==> src/rtl/mia_pkg.sv <==
// constants for the mcu interrupt aggregator
// assumes a 32-bit apb slave with 12-bit byte addresses
package mia_pkg;
  // ********************************
  // register map (byte addresses)
  // ********************************
  localparam int ADDR_W = 12;
  localparam logic [11:0] OFF_EN = 12'h000;   // core_irq_enable
  localparam logic [11:0] OFF_IEP = 12'h004;  // in endpoint pending
  localparam logic [11:0] OFF_OEP = 12'h008;  // out endpoint pending
  localparam logic [11:0] OFF_VEC = 12'h00C;  // irq_vector_reg
  localparam logic [11:0] OFF_STAT = 12'h010; // sticky status, w1c
  localparam logic [11:0] OFF_MASK = 12'h014; // status mask

  // ********************************
  // enable register layout
  // ********************************
  localparam int EN_EXT0 = 0; // ext_irq_zero_en
  localparam int EN_T0 = 1;   // tmr_zero_irq_en
  localparam int EN_EXT1 = 2; // ext_irq_one_en
  localparam int EN_T1 = 3;   // tmr_one_irq_en
  localparam int EN_SER = 4;  // serial_irq_en
  localparam int EN_GLB = 7;  // global_irq_en
  localparam logic [7:0] EN_WMASK = 8'h9F; // bits 5,6 read zero
  localparam logic [7:0] EN_RST = 8'h00;

  // ********************************
  // core dispatch addresses
  // ********************************
  localparam logic [15:0] VA_RESET = 16'h0000;
  localparam logic [15:0] VA_EXT0 = 16'h0003;
  localparam logic [15:0] VA_T0 = 16'h000B;
  localparam logic [15:0] VA_EXT1 = 16'h0013;
  localparam logic [15:0] VA_T1 = 16'h001B;
  localparam logic [15:0] VA_SER = 16'h0023;

  // ********************************
  // vector slots: slot = group*8 + index
  // ********************************
  localparam int NGRP = 9;         // groups 0..8 exist
  localparam int SLOTS = 72;
  localparam logic [7:0] VEC_NONE = 8'h00;
  localparam logic [71:0] USED_MASK = 72'h0F1F0F0F0FF3FEFE00;
  localparam logic [71:0] EP_MASK = 72'h000000000C00FEFE00;
  localparam int G_OUTEP = 1;      // out endpoints 1..7
  localparam int G_INEP = 2;       // in endpoints 1..7
  localparam int SLOT_IEP0 = 34;   // group 4 index 2
  localparam int SLOT_OEP0 = 35;   // group 4 index 3

  // ********************************
  // interrupt status bits
  // ********************************
  localparam int STAT_W = 2;
  localparam int ST_VLOAD = 0;     // a vector was loaded
  localparam int ST_OVR = 1;       // event hit a pending slot
  localparam logic [1:0] STAT_RST = 2'h0;
endpackage : mia_pkg

==> src/rtl/mia_fcfs_group.sv <==
// first-come-first-served pick among eight pending sources
// assumes pend is a registered level vector on clk
`timescale 1ns/10ps
`default_nettype none
module mia_fcfs_group (
  input wire logic clk,
  input wire logic nrst,
  input wire logic [7:0] pend,
  output logic [2:0] winIdx,
  output logic winAny
);
  // ********************************
  // age matrix
  // ********************************
  logic [7:0] pendPrev_reg;   // pend one cycle ago
  logic [63:0] older_reg;     // [i*8+j]: i came before j
  logic [63:0] older_next;
  logic [7:0] newly;          // rising pend bits
  logic [7:0] isWin;          // no older pending peer

  assign newly = pend & ~pendPrev_reg;

  // ties on one edge go to the lower index
  always_comb begin
    older_next = older_reg;
    for (int i = 0; i < 8; i++) begin
      for (int j = 0; j < 8; j++) begin
        if (newly[i]) begin
          older_next[i*8+j] = newly[j] && (i < j);
        end else if (newly[j]) begin
          older_next[i*8+j] = pend[i];
        end
      end
    end
  end

  // oldest pending source wins; ranks come from older_next so a
  // source arriving this cycle is already younger than its peers,
  // and a stale age bit from its last life cannot block them
  always_comb begin
    isWin = 8'h00;
    winIdx = 3'h0;
    for (int i = 0; i < 8; i++) begin
      isWin[i] = pend[i];
      for (int j = 0; j < 8; j++) begin
        if (pend[j] && older_next[j*8+i]) begin
          isWin[i] = 1'b0;
        end
      end
    end
    for (int i = 7; i >= 0; i--) begin
      if (isWin[i]) begin
        winIdx = 3'(i);
      end
    end
  end
  assign winAny = |pend;

  // history registers
  always_ff @(posedge clk or negedge nrst) begin
    if (!nrst) begin
      pendPrev_reg <= 8'h00;
      older_reg <= 64'h0;
    end else begin
      pendPrev_reg <= pend;
      older_reg <= older_next;
    end
  end
endmodule : mia_fcfs_group
`default_nettype wire

==> src/rtl/mia_top.sv <==
// interrupt aggregator around an embedded 8-bit core
// assumes apb master on clk, single-cycle event pulses
//
// Overview of operation
// - five core sources, each with enable bit
// - serial 0023h, timer-1 001Bh, ext-1 0013h
// - ext-0 0003h, timer-0 000Bh, reset 0000h
// - peripheral requests ORed into ext-0
// - active-low pin carries combined request
// - enable bits 0..4 per source, reset 0
// - bit 7 global enable, 5,6 reserved
// - ext-0 driven only by internal request
// - vector register names source, 64 vectors
// - in-endpoint pending bits set by events
// - out-endpoint pending bits set by events
// - vector write clears endpoint pending bit
// - vector write loads next; idle reads 00h
// - vector: group 7..4, source 3..1, bit0 0
// - higher group first, fcfs in group
//
// Design decisions made here: register access over APB and the address map.
`timescale 1ns/10ps
`default_nettype none
module mia_top (
  input wire logic clk,
  input wire logic nrst,
  input wire logic psel,
  input wire logic penable,
  input wire logic pwrite,
  input wire logic [11:0] paddr,
  input wire logic [31:0] pwdata,
  output logic [31:0] prdata,
  output logic pready,
  output logic pslverr,
  input wire logic tmrZeroReq,
  input wire logic extOneReq,
  input wire logic tmrOneReq,
  input wire logic serialReq,
  input wire logic [7:0] inEpEvent,
  input wire logic [7:0] outEpEvent,
  input wire logic [71:0] periphEvent,
  output logic [4:0] coreIrqReq,
  output logic [15:0] coreDispatchAddr,
  output logic coreIrqZeroLine_n,
  output logic combinedIrqOut_n,
  output logic irq
);
  // ********************************
  // apb decode
  // ********************************
  logic setup;       // first cycle of a transfer
  logic access;      // access phase
  logic hitEn;
  logic hitIep;
  logic hitOep;
  logic hitVec;
  logic hitStat;
  logic hitMask;
  logic hit;         // any mapped word
  logic wrEn;
  logic wrVec;       // any write value counts
  logic wrStat;
  logic wrMask;

  assign setup = psel && !penable;
  assign access = psel && penable;
  assign hitEn = (paddr == mia_pkg::OFF_EN);
  assign hitIep = (paddr == mia_pkg::OFF_IEP);
  assign hitOep = (paddr == mia_pkg::OFF_OEP);
  assign hitVec = (paddr == mia_pkg::OFF_VEC);
  assign hitStat = (paddr == mia_pkg::OFF_STAT);
  assign hitMask = (paddr == mia_pkg::OFF_MASK);
  assign hit = hitEn | hitIep | hitOep | hitVec | hitStat | hitMask;
  assign wrEn = access && pwrite && hitEn;
  assign wrVec = access && pwrite && hitVec;
  assign wrStat = access && pwrite && hitStat;
  assign wrMask = access && pwrite && hitMask;
  // zero wait state: read data is staged in setup
  assign pready = 1'b1;
  assign pslverr = access && !hit;

  // ********************************
  // state registers
  // ********************************
  logic [7:0] enable_reg;          // core_irq_enable
  logic [7:0] enable_next;
  logic [71:0] pend_reg;           // one bit per vector slot
  logic [71:0] pend_next;
  logic [7:0] vec_reg;             // irq_vector_reg
  logic [7:0] vec_next;
  logic [1:0] stat_reg;            // sticky status
  logic [1:0] stat_next;
  logic [1:0] mask_reg;
  logic [1:0] mask_next;
  logic [15:0] dispatch_reg;       // address to core
  logic [15:0] dispatch_next;
  logic [31:0] prdata_reg;
  logic [31:0] prdata_next;

  // ********************************
  // core interrupt gating
  // ********************************
  logic combinedReq;   // any peripheral slot pending
  logic [4:0] coreSrc; // serial, t1, x1, t0, x0

  assign combinedReq = |pend_reg;
  // internal line only; no ext-0 pin is sampled
  assign coreSrc = {serialReq, tmrOneReq, extOneReq, tmrZeroReq,
                    combinedReq};
  assign coreIrqReq = enable_reg[mia_pkg::EN_GLB] ?
                      (coreSrc & enable_reg[4:0]) : 5'h00;
  // low level held while pending, so level mode keeps seeing it
  assign coreIrqZeroLine_n = !combinedReq;
  assign combinedIrqOut_n = !combinedReq;

  // fixed core priority: ext-0 first, serial last
  always_comb begin
    if (coreIrqReq[mia_pkg::EN_EXT0]) begin
      dispatch_next = mia_pkg::VA_EXT0;
    end else if (coreIrqReq[mia_pkg::EN_T0]) begin
      dispatch_next = mia_pkg::VA_T0;
    end else if (coreIrqReq[mia_pkg::EN_EXT1]) begin
      dispatch_next = mia_pkg::VA_EXT1;
    end else if (coreIrqReq[mia_pkg::EN_T1]) begin
      dispatch_next = mia_pkg::VA_T1;
    end else if (coreIrqReq[mia_pkg::EN_SER]) begin
      dispatch_next = mia_pkg::VA_SER;
    end else begin
      dispatch_next = mia_pkg::VA_RESET;
    end
  end
  assign coreDispatchAddr = dispatch_reg;

  // reserved bits 5,6 never store
  assign enable_next = wrEn ? (pwdata[7:0] & mia_pkg::EN_WMASK)
                            : enable_reg;

  // ********************************
  // pending slots
  // ********************************
  logic [71:0] epSet;       // endpoint events by slot
  logic [71:0] setVec;      // all events by slot
  logic [71:0] clrVec;      // slot served by a write
  logic [7:0] inEpView;     // in endpoint pending
  logic [7:0] outEpView;    // out endpoint pending
  logic [6:0] curSlot;      // slot of current vector

  // endpoints 1..7 sit in groups 1 and 2, endpoint 0 in group 4
  always_comb begin
    epSet = 72'h0;
    inEpView = 8'h00;
    outEpView = 8'h00;
    for (int n = 1; n < 8; n++) begin
      epSet[mia_pkg::G_INEP*8+n] = inEpEvent[n];
      epSet[mia_pkg::G_OUTEP*8+n] = outEpEvent[n];
      inEpView[n] = pend_reg[mia_pkg::G_INEP*8+n];
      outEpView[n] = pend_reg[mia_pkg::G_OUTEP*8+n];
    end
    epSet[mia_pkg::SLOT_IEP0] = inEpEvent[0];
    epSet[mia_pkg::SLOT_OEP0] = outEpEvent[0];
    inEpView[0] = pend_reg[mia_pkg::SLOT_IEP0];
    outEpView[0] = pend_reg[mia_pkg::SLOT_OEP0];
  end

  // unused slots never set, so idle groups stay quiet
  assign setVec = epSet | (periphEvent & mia_pkg::USED_MASK
                           & ~mia_pkg::EP_MASK);
  assign curSlot = vec_reg[7:1];
  assign clrVec = (wrVec && vec_reg != mia_pkg::VEC_NONE) ?
                  (72'h1 << curSlot) : 72'h0;
  // a new event on the served slot survives the clear
  assign pend_next = (pend_reg & ~clrVec) | setVec;

  // ********************************
  // vector priority
  // ********************************
  logic [2:0] grpIdx [9];   // fcfs winner per group
  logic [8:0] grpAny;       // group has a pending slot
  logic [3:0] topGroup;     // highest pending group
  logic [2:0] topIdx;

  assign grpAny[0] = 1'b0;
  assign grpIdx[0] = 3'h0;
  genvar g;
  generate
    for (g = 1; g < mia_pkg::NGRP; g++) begin : gGrp
      mia_fcfs_group uGrp (
        .clk(clk),
        .nrst(nrst),
        .pend(pend_reg[g*8 +: 8]),
        .winIdx(grpIdx[g]),
        .winAny(grpAny[g])
      );
    end
  endgenerate

  // later groups overwrite, so the highest wins
  always_comb begin
    topGroup = 4'h0;
    topIdx = 3'h0;
    for (int k = 1; k < mia_pkg::NGRP; k++) begin
      if (grpAny[k]) begin
        topGroup = 4'(k);
        topIdx = grpIdx[k];
      end
    end
  end

  // vector holds while served, so a late high source waits
  always_comb begin
    if (wrVec) begin
      vec_next = mia_pkg::VEC_NONE;
    end else if (vec_reg == mia_pkg::VEC_NONE && combinedReq) begin
      vec_next = {topGroup, topIdx, 1'b0};
    end else begin
      vec_next = vec_reg;
    end
  end

  // ********************************
  // sticky status and interrupt
  // ********************************
  logic [1:0] statEvt;
  logic vecLoad;

  assign vecLoad = !wrVec && vec_reg == mia_pkg::VEC_NONE
                   && combinedReq;
  assign statEvt = {|(setVec & pend_reg & ~clrVec), vecLoad};
  // set wins over a same-cycle one-write
  assign stat_next = (stat_reg & ~(wrStat ? pwdata[1:0] : 2'h0))
                     | statEvt;
  assign mask_next = wrMask ? pwdata[1:0] : mask_reg;
  assign irq = |(stat_reg & mask_reg);

  // ********************************
  // read path
  // ********************************
  logic [31:0] rdMux;

  // reads have no side effects
  always_comb begin
    rdMux = 32'h0;
    if (hitEn) begin
      rdMux = {24'h0, enable_reg};
    end else if (hitIep) begin
      rdMux = {24'h0, inEpView};
    end else if (hitOep) begin
      rdMux = {24'h0, outEpView};
    end else if (hitVec) begin
      rdMux = {24'h0, vec_reg};
    end else if (hitStat) begin
      rdMux = {30'h0, stat_reg};
    end else if (hitMask) begin
      rdMux = {30'h0, mask_reg};
    end
  end
  assign prdata_next = (setup && !pwrite) ? rdMux : prdata_reg;
  assign prdata = prdata_reg;

  // ********************************
  // flip-flops
  // ********************************
  // everything clears, so no core request or irq fires before firmware; the pins still follow pending slots
  always_ff @(posedge clk or negedge nrst) begin
    if (!nrst) begin
      enable_reg <= mia_pkg::EN_RST;
      pend_reg <= 72'h0;
      vec_reg <= mia_pkg::VEC_NONE;
      stat_reg <= mia_pkg::STAT_RST;
      mask_reg <= 2'h0;
      dispatch_reg <= mia_pkg::VA_RESET;
      prdata_reg <= 32'h0;
    end else begin
      enable_reg <= enable_next;
      pend_reg <= pend_next;
      vec_reg <= vec_next;
      stat_reg <= stat_next;
      mask_reg <= mask_next;
      dispatch_reg <= dispatch_next;
      prdata_reg <= prdata_next;
    end
  end
endmodule : mia_top
`default_nettype wire

==> config.mk <==
export PLATFORM = sky130hd
export DESIGN_NAME = mia_top
export DESIGN_NICKNAME = d
export VERILOG_FILES = /design/src/rtl/mia_pkg.sv /design/src/rtl/mia_fcfs_group.sv /design/src/rtl/mia_top.sv
export SDC_FILE = /design/constraint.sdc
export NUM_CORES = 1
export LEC_CHECK = 0
export ABC_CLOCK_PERIOD_IN_PS = 3100
export BUFFER_PORTS_ARGS = -buffer_cell sky130_fd_sc_hd__buf_4
export CAP_MARGIN = 15
export CELL_PAD_IN_SITES_DETAIL_PLACEMENT = 1
export CELL_PAD_IN_SITES_GLOBAL_PLACEMENT = 1
export CORE_MARGIN = 10
export CORE_UTILIZATION = 40
export CTS_BUF_LIST = sky130_fd_sc_hd__clkbuf_8
export DETAILED_ROUTE_END_ITERATION = 16
export HOLD_SLACK_MARGIN = 0.03
export PLACE_DENSITY = 0.68
export SKIP_LAST_GASP = 1
export SYNTH_ARGS = -nofsm -noshare
export SYNTH_HDL_FRONTEND = slang
export SYNTH_SLANG_ARGS = --single-unit
==> constraint.sdc <==
create_clock -name clk -period 3.1 [get_ports clk]
set_input_delay 0.465 -clock clk [delete_from_list [all_inputs] [get_ports clk]]
set_output_delay 0.465 -clock clk [all_outputs]
set_load 0.02 [all_outputs]
==> results_dict.tcl <==
set metrics [dict create \
    grt_pass1_wl_um 192000 \
    layout.nets 4253 \
    drt_iter0_markers 2318 \
    cts_made_buffers 130 \
    largest_reg_flops 512 \
    vias_per_cell 5.73 \
    cp-end-kind "output pin" \
    synth_area_sq_um 33400 \
    pwr-share-comb_pct 9.3 \
    num_vias 30300 \
    syn_inst 3820 \
    netSwitchingFraction_pct 26.4 \
    clockBufferDepth 3 \
    path_max_fanout 4 \
    clkLatencyLatePin_ns 0.80 \
    reg2reg_depth 13 \
    finalNonFillerCells 5279 \
    r2r-end "vec_reg[3]" \
    rows 105 \
    area_delta_synth_final_pct 20.5 \
    antenna_found_initial 3 \
    finalMaxSlewViolations 0 \
    synth_flop_cell "dfrtp_1" \
    grt-ovfl-total 0 \
    clk_pin_slew_ns 0.06 \
    min_period_ns 3.08 \
    sequentialPowerShare_pct 46.4 \
    grtUsageTotal_pct 25.7 \
    power_switching_mw 5.44 \
    r2r_slack_ns 0.10 \
    worst_pin_slew_ns 0.873 \
    wl_per_cell_um 23.2 \
    io_buffers 89 \
    cap_violations 0 \
    synth_cell_types 83 \
    cp-startpoint "pend_reg[8]" \
    cts_tree "done" \
    grt_pass1_vias 31400 \
    htreeDepth 4 \
    clkPwrFrac_pct 44.3 \
    dieArea_sq_um 95400 \
    synth_area_leader_cell "dfrtp_1" \
    synth_top_area_share_pct 50.8 \
    synth_area_per_cell_sq_um 8.73 \
    status "completed" \
    dr.pass1.iters 5 \
    synth_edf_count 0 \
    seq_area_frac_synth_pct 50.8 \
    drive_gt1_share_pct 16.8 \
    drc 0 \
    ys_ff_latch 677 \
    dp_cells 4973 \
    postRouteAntennaNets 0 \
    power.total_mw 20.6 \
    die_x_um 309 \
    critPathKind "flop to output pin" \
    internal-power_mw 15.2 \
    crit_path_start_kind "flop" \
    drt_wl_total_um 123000 \
    clock_skew_ns 0.0314 \
    hpwl_um 85000 \
    async_flop_share_pct 100 \
    hold_violations 0 \
    setup_viol 0 \
    yosysWarnings 0 \
    synth.area.top_cells "dfrtp_1 51%, nand2_1 9.3%, a21oi_1 4.3%" \
    grt_max_degree 81 \
    grt_setup_unrepaired "true" \
    routabilityCongestion 0.869 \
    max_freq_mhz 325 \
    core_sq_um 82400 \
    cts_root_buf "clkbuf_8" \
    fin_crit_sh_pct 99.3 \
    initial_utilization_pct 40.5 \
    critPathRequiredTime_ns 2.63 \
    r2r_start "gGrp[2].uGrp.pendPrev_reg[5]" \
    numClockSinks 677 \
    slew_headroom_pct 41.7 \
    ios 199 \
    hp-class "input pin to asynchronous set/reset pin" \
    crit_arrival_ns 2.61 \
    crit_end "coreIrqReq[0]" \
    power_density_nw_per_um2 513 \
    die_h_um 309 \
    p_leak_nw 18.3 \
    vdd_drop_max_v 0.000357 \
]
-- worst max-delay path, stage by stage (launching register included) --
cell,delay [ns]
dfrtp_1,0.40
nor4_4,0.34
nand4_1,0.22
nor3_4,0.24
nand4_1,0.13
buf_6,0.16
and3_4,0.19
buf_6,0.13
-- power by group through the flow --
stage	Combinational, mW	Clock (mW)	Sequential, mW
2_1_floorplan	1.07	0	9.65
6_report	1.91	9.14	9.57
5_1_grt	2.13	9.76	9.62
3_5_place_dp	1.85	0	9.71
3_3_place_gp	1.80	0	9.70
4_1_cts	1.91	9.34	9.57
-- Yosys cell counts (7+ instances only) --
master / count
and3_1: 14
a222oi_1: 7
a22oi_1: 16
nand2b_1: 64
a32oi_1: 25
a221oi_1: 15
o22ai_1: 18
and2_1: 62
nand2_1: 829
a21o_1: 23
nand3_1: 172
a31oi_1: 30
nor3_1: 31
nand4_1: 38
o21ai_1: 43
a21bo_2: 8
a21boi_0: 32
o21ai_0: 223
buf_1: 15
nand3b_1: 8
or3_1: 8
o211ai_1: 55
a21oi_1: 287
buf_4: 39
a22o_1: 64
o2111ai_1: 23
nor2b_1: 122
or4_1: 10
dfrtp_1: 677
a32o_1: 12
inv_1: 68
nor4_1: 32
o31a_1: 10
mux2i_1: 67
clkbuf_1: 296
o21a_1: 20
a2111oi_0: 9
nor2_1: 224
-- timing repair --
| item | 4_1_cts | 5_1_grt |
|---|---|---|
| pin swaps | 8 | 10 |
| hold buffers | 51 | 0 |
| hold endpoints to repair | 325 | 0 |
| setup buffers | 18 | 8 |
| gates resized for setup | 49 | 15 |
| endpoints found under the setup margin | 4 | 5 |
-- logic make-up after synthesis --
family | Yosys count | share of synthesized area (%)
AO/OA/AOI/OAI | 984 | 18.9
AND/OR/NAND/NOR | 1649 | 22.6
multiplexers | 77 | 2.35
flip-flops | 677 | 50.8
other | 2 | 0.0225
buffers and inverters | 431 | 5.38
-- per-stage QoR --
step | TNS (ns) | hold WS [ns] | cell area [sq um] | setup slack (ns) | util (%)
finish | 0 | 0.171 | 40200 | 0.0230 | 48.8
global placement | 0 | 0.368 | 36600 | 0.000967 | 44.4
CTS | -0.0207 | 0.104 | 40100 | -0.0207 | 48.7
global route | -0.170 | 0.188 | 40200 | -0.0950 | 48.8
floorplan | 0 | 0.169 | 33500 | 0.499 | -
detailed placement | -0.122 | 0.380 | 36600 | -0.122 | 44.4
-- worst min path at each step --
stage | from | to | slack (ns) | cells past startpoint
floorplan | nrst | coreDispatchAddr[1] | 0.17 | 0
finish | nrst | gGrp[8].uGrp.older_reg[3] | 0.17 | 2
global placement | pend_reg[0] | pend_reg[0] | 0.37 | 0
detailed placement | pend_reg[0] | pend_reg[0] | 0.38 | 0
CTS | tmrOneReq | coreDispatchAddr[1] | 0.10 | 4
global route | pwrite | prdata[6] | 0.19 | 4
-- routing by layer --
layer	wire length (um)	part of all wire, %	track usage (%)	vias up
met5	11	0.0090	0	-
met2	55900	46	40.0	849
met1	55300	45	35.1	15500
met4	3740	3.0	9.25	2
met3	7760	6.3	5.44	186
li1	-	-	-	13800
-- cell usage in the layout, fill, tap and decap left out, types with 12 or more instances in the layout --
master | netlist | layout
nor3_1 | 31 | 26
nand4_1 | 38 | 38
a21boi_0 | 32 | 32
buf_4 | 39 | 412
nand3_1 | 172 | 167
nor2_1 | 224 | 219
nand2b_1 | 64 | 64
o22ai_1 | 18 | 18
and2_1 | 62 | 62
clkbuf_8 | 0 | 170
conb_1 | 2 | 36
o2111ai_1 | 23 | 23
dfrtp_1 | 677 | 655
nor4_1 | 32 | 24
a22oi_1 | 16 | 16
a31oi_1 | 30 | 30
o21ai_1 | 43 | 44
a221oi_1 | 15 | 15
buf_12 | 0 | 16
o21a_1 | 20 | 20
dfrtp_2 | 0 | 22
o211ai_1 | 55 | 55
a21o_1 | 23 | 23
and3_1 | 14 | 12
a22o_1 | 64 | 64
nand2_1 | 829 | 828
a32o_1 | 12 | 12
a32oi_1 | 25 | 25
inv_1 | 68 | 108
dlygate4sd3_1 | 0 | 51
o21ai_0 | 223 | 222
a21oi_1 | 287 | 287
mux2i_1 | 67 | 67
nor2b_1 | 122 | 117
-- cell type report --
class | instances | area, sq um
fillers | 9593 | 42200
multi-input cells | 2746 | 15000
well taps | 1070 | 1340
clock inverters | 57 | 322
clock buffers | 170 | 2340
diodes | 2 | 5.00
inverters | 72 | 270
repair buffers | 485 | 4000
flip-flops and latches | 677 | 17000
Note: power is estimated with default switching activity, not from simulation.
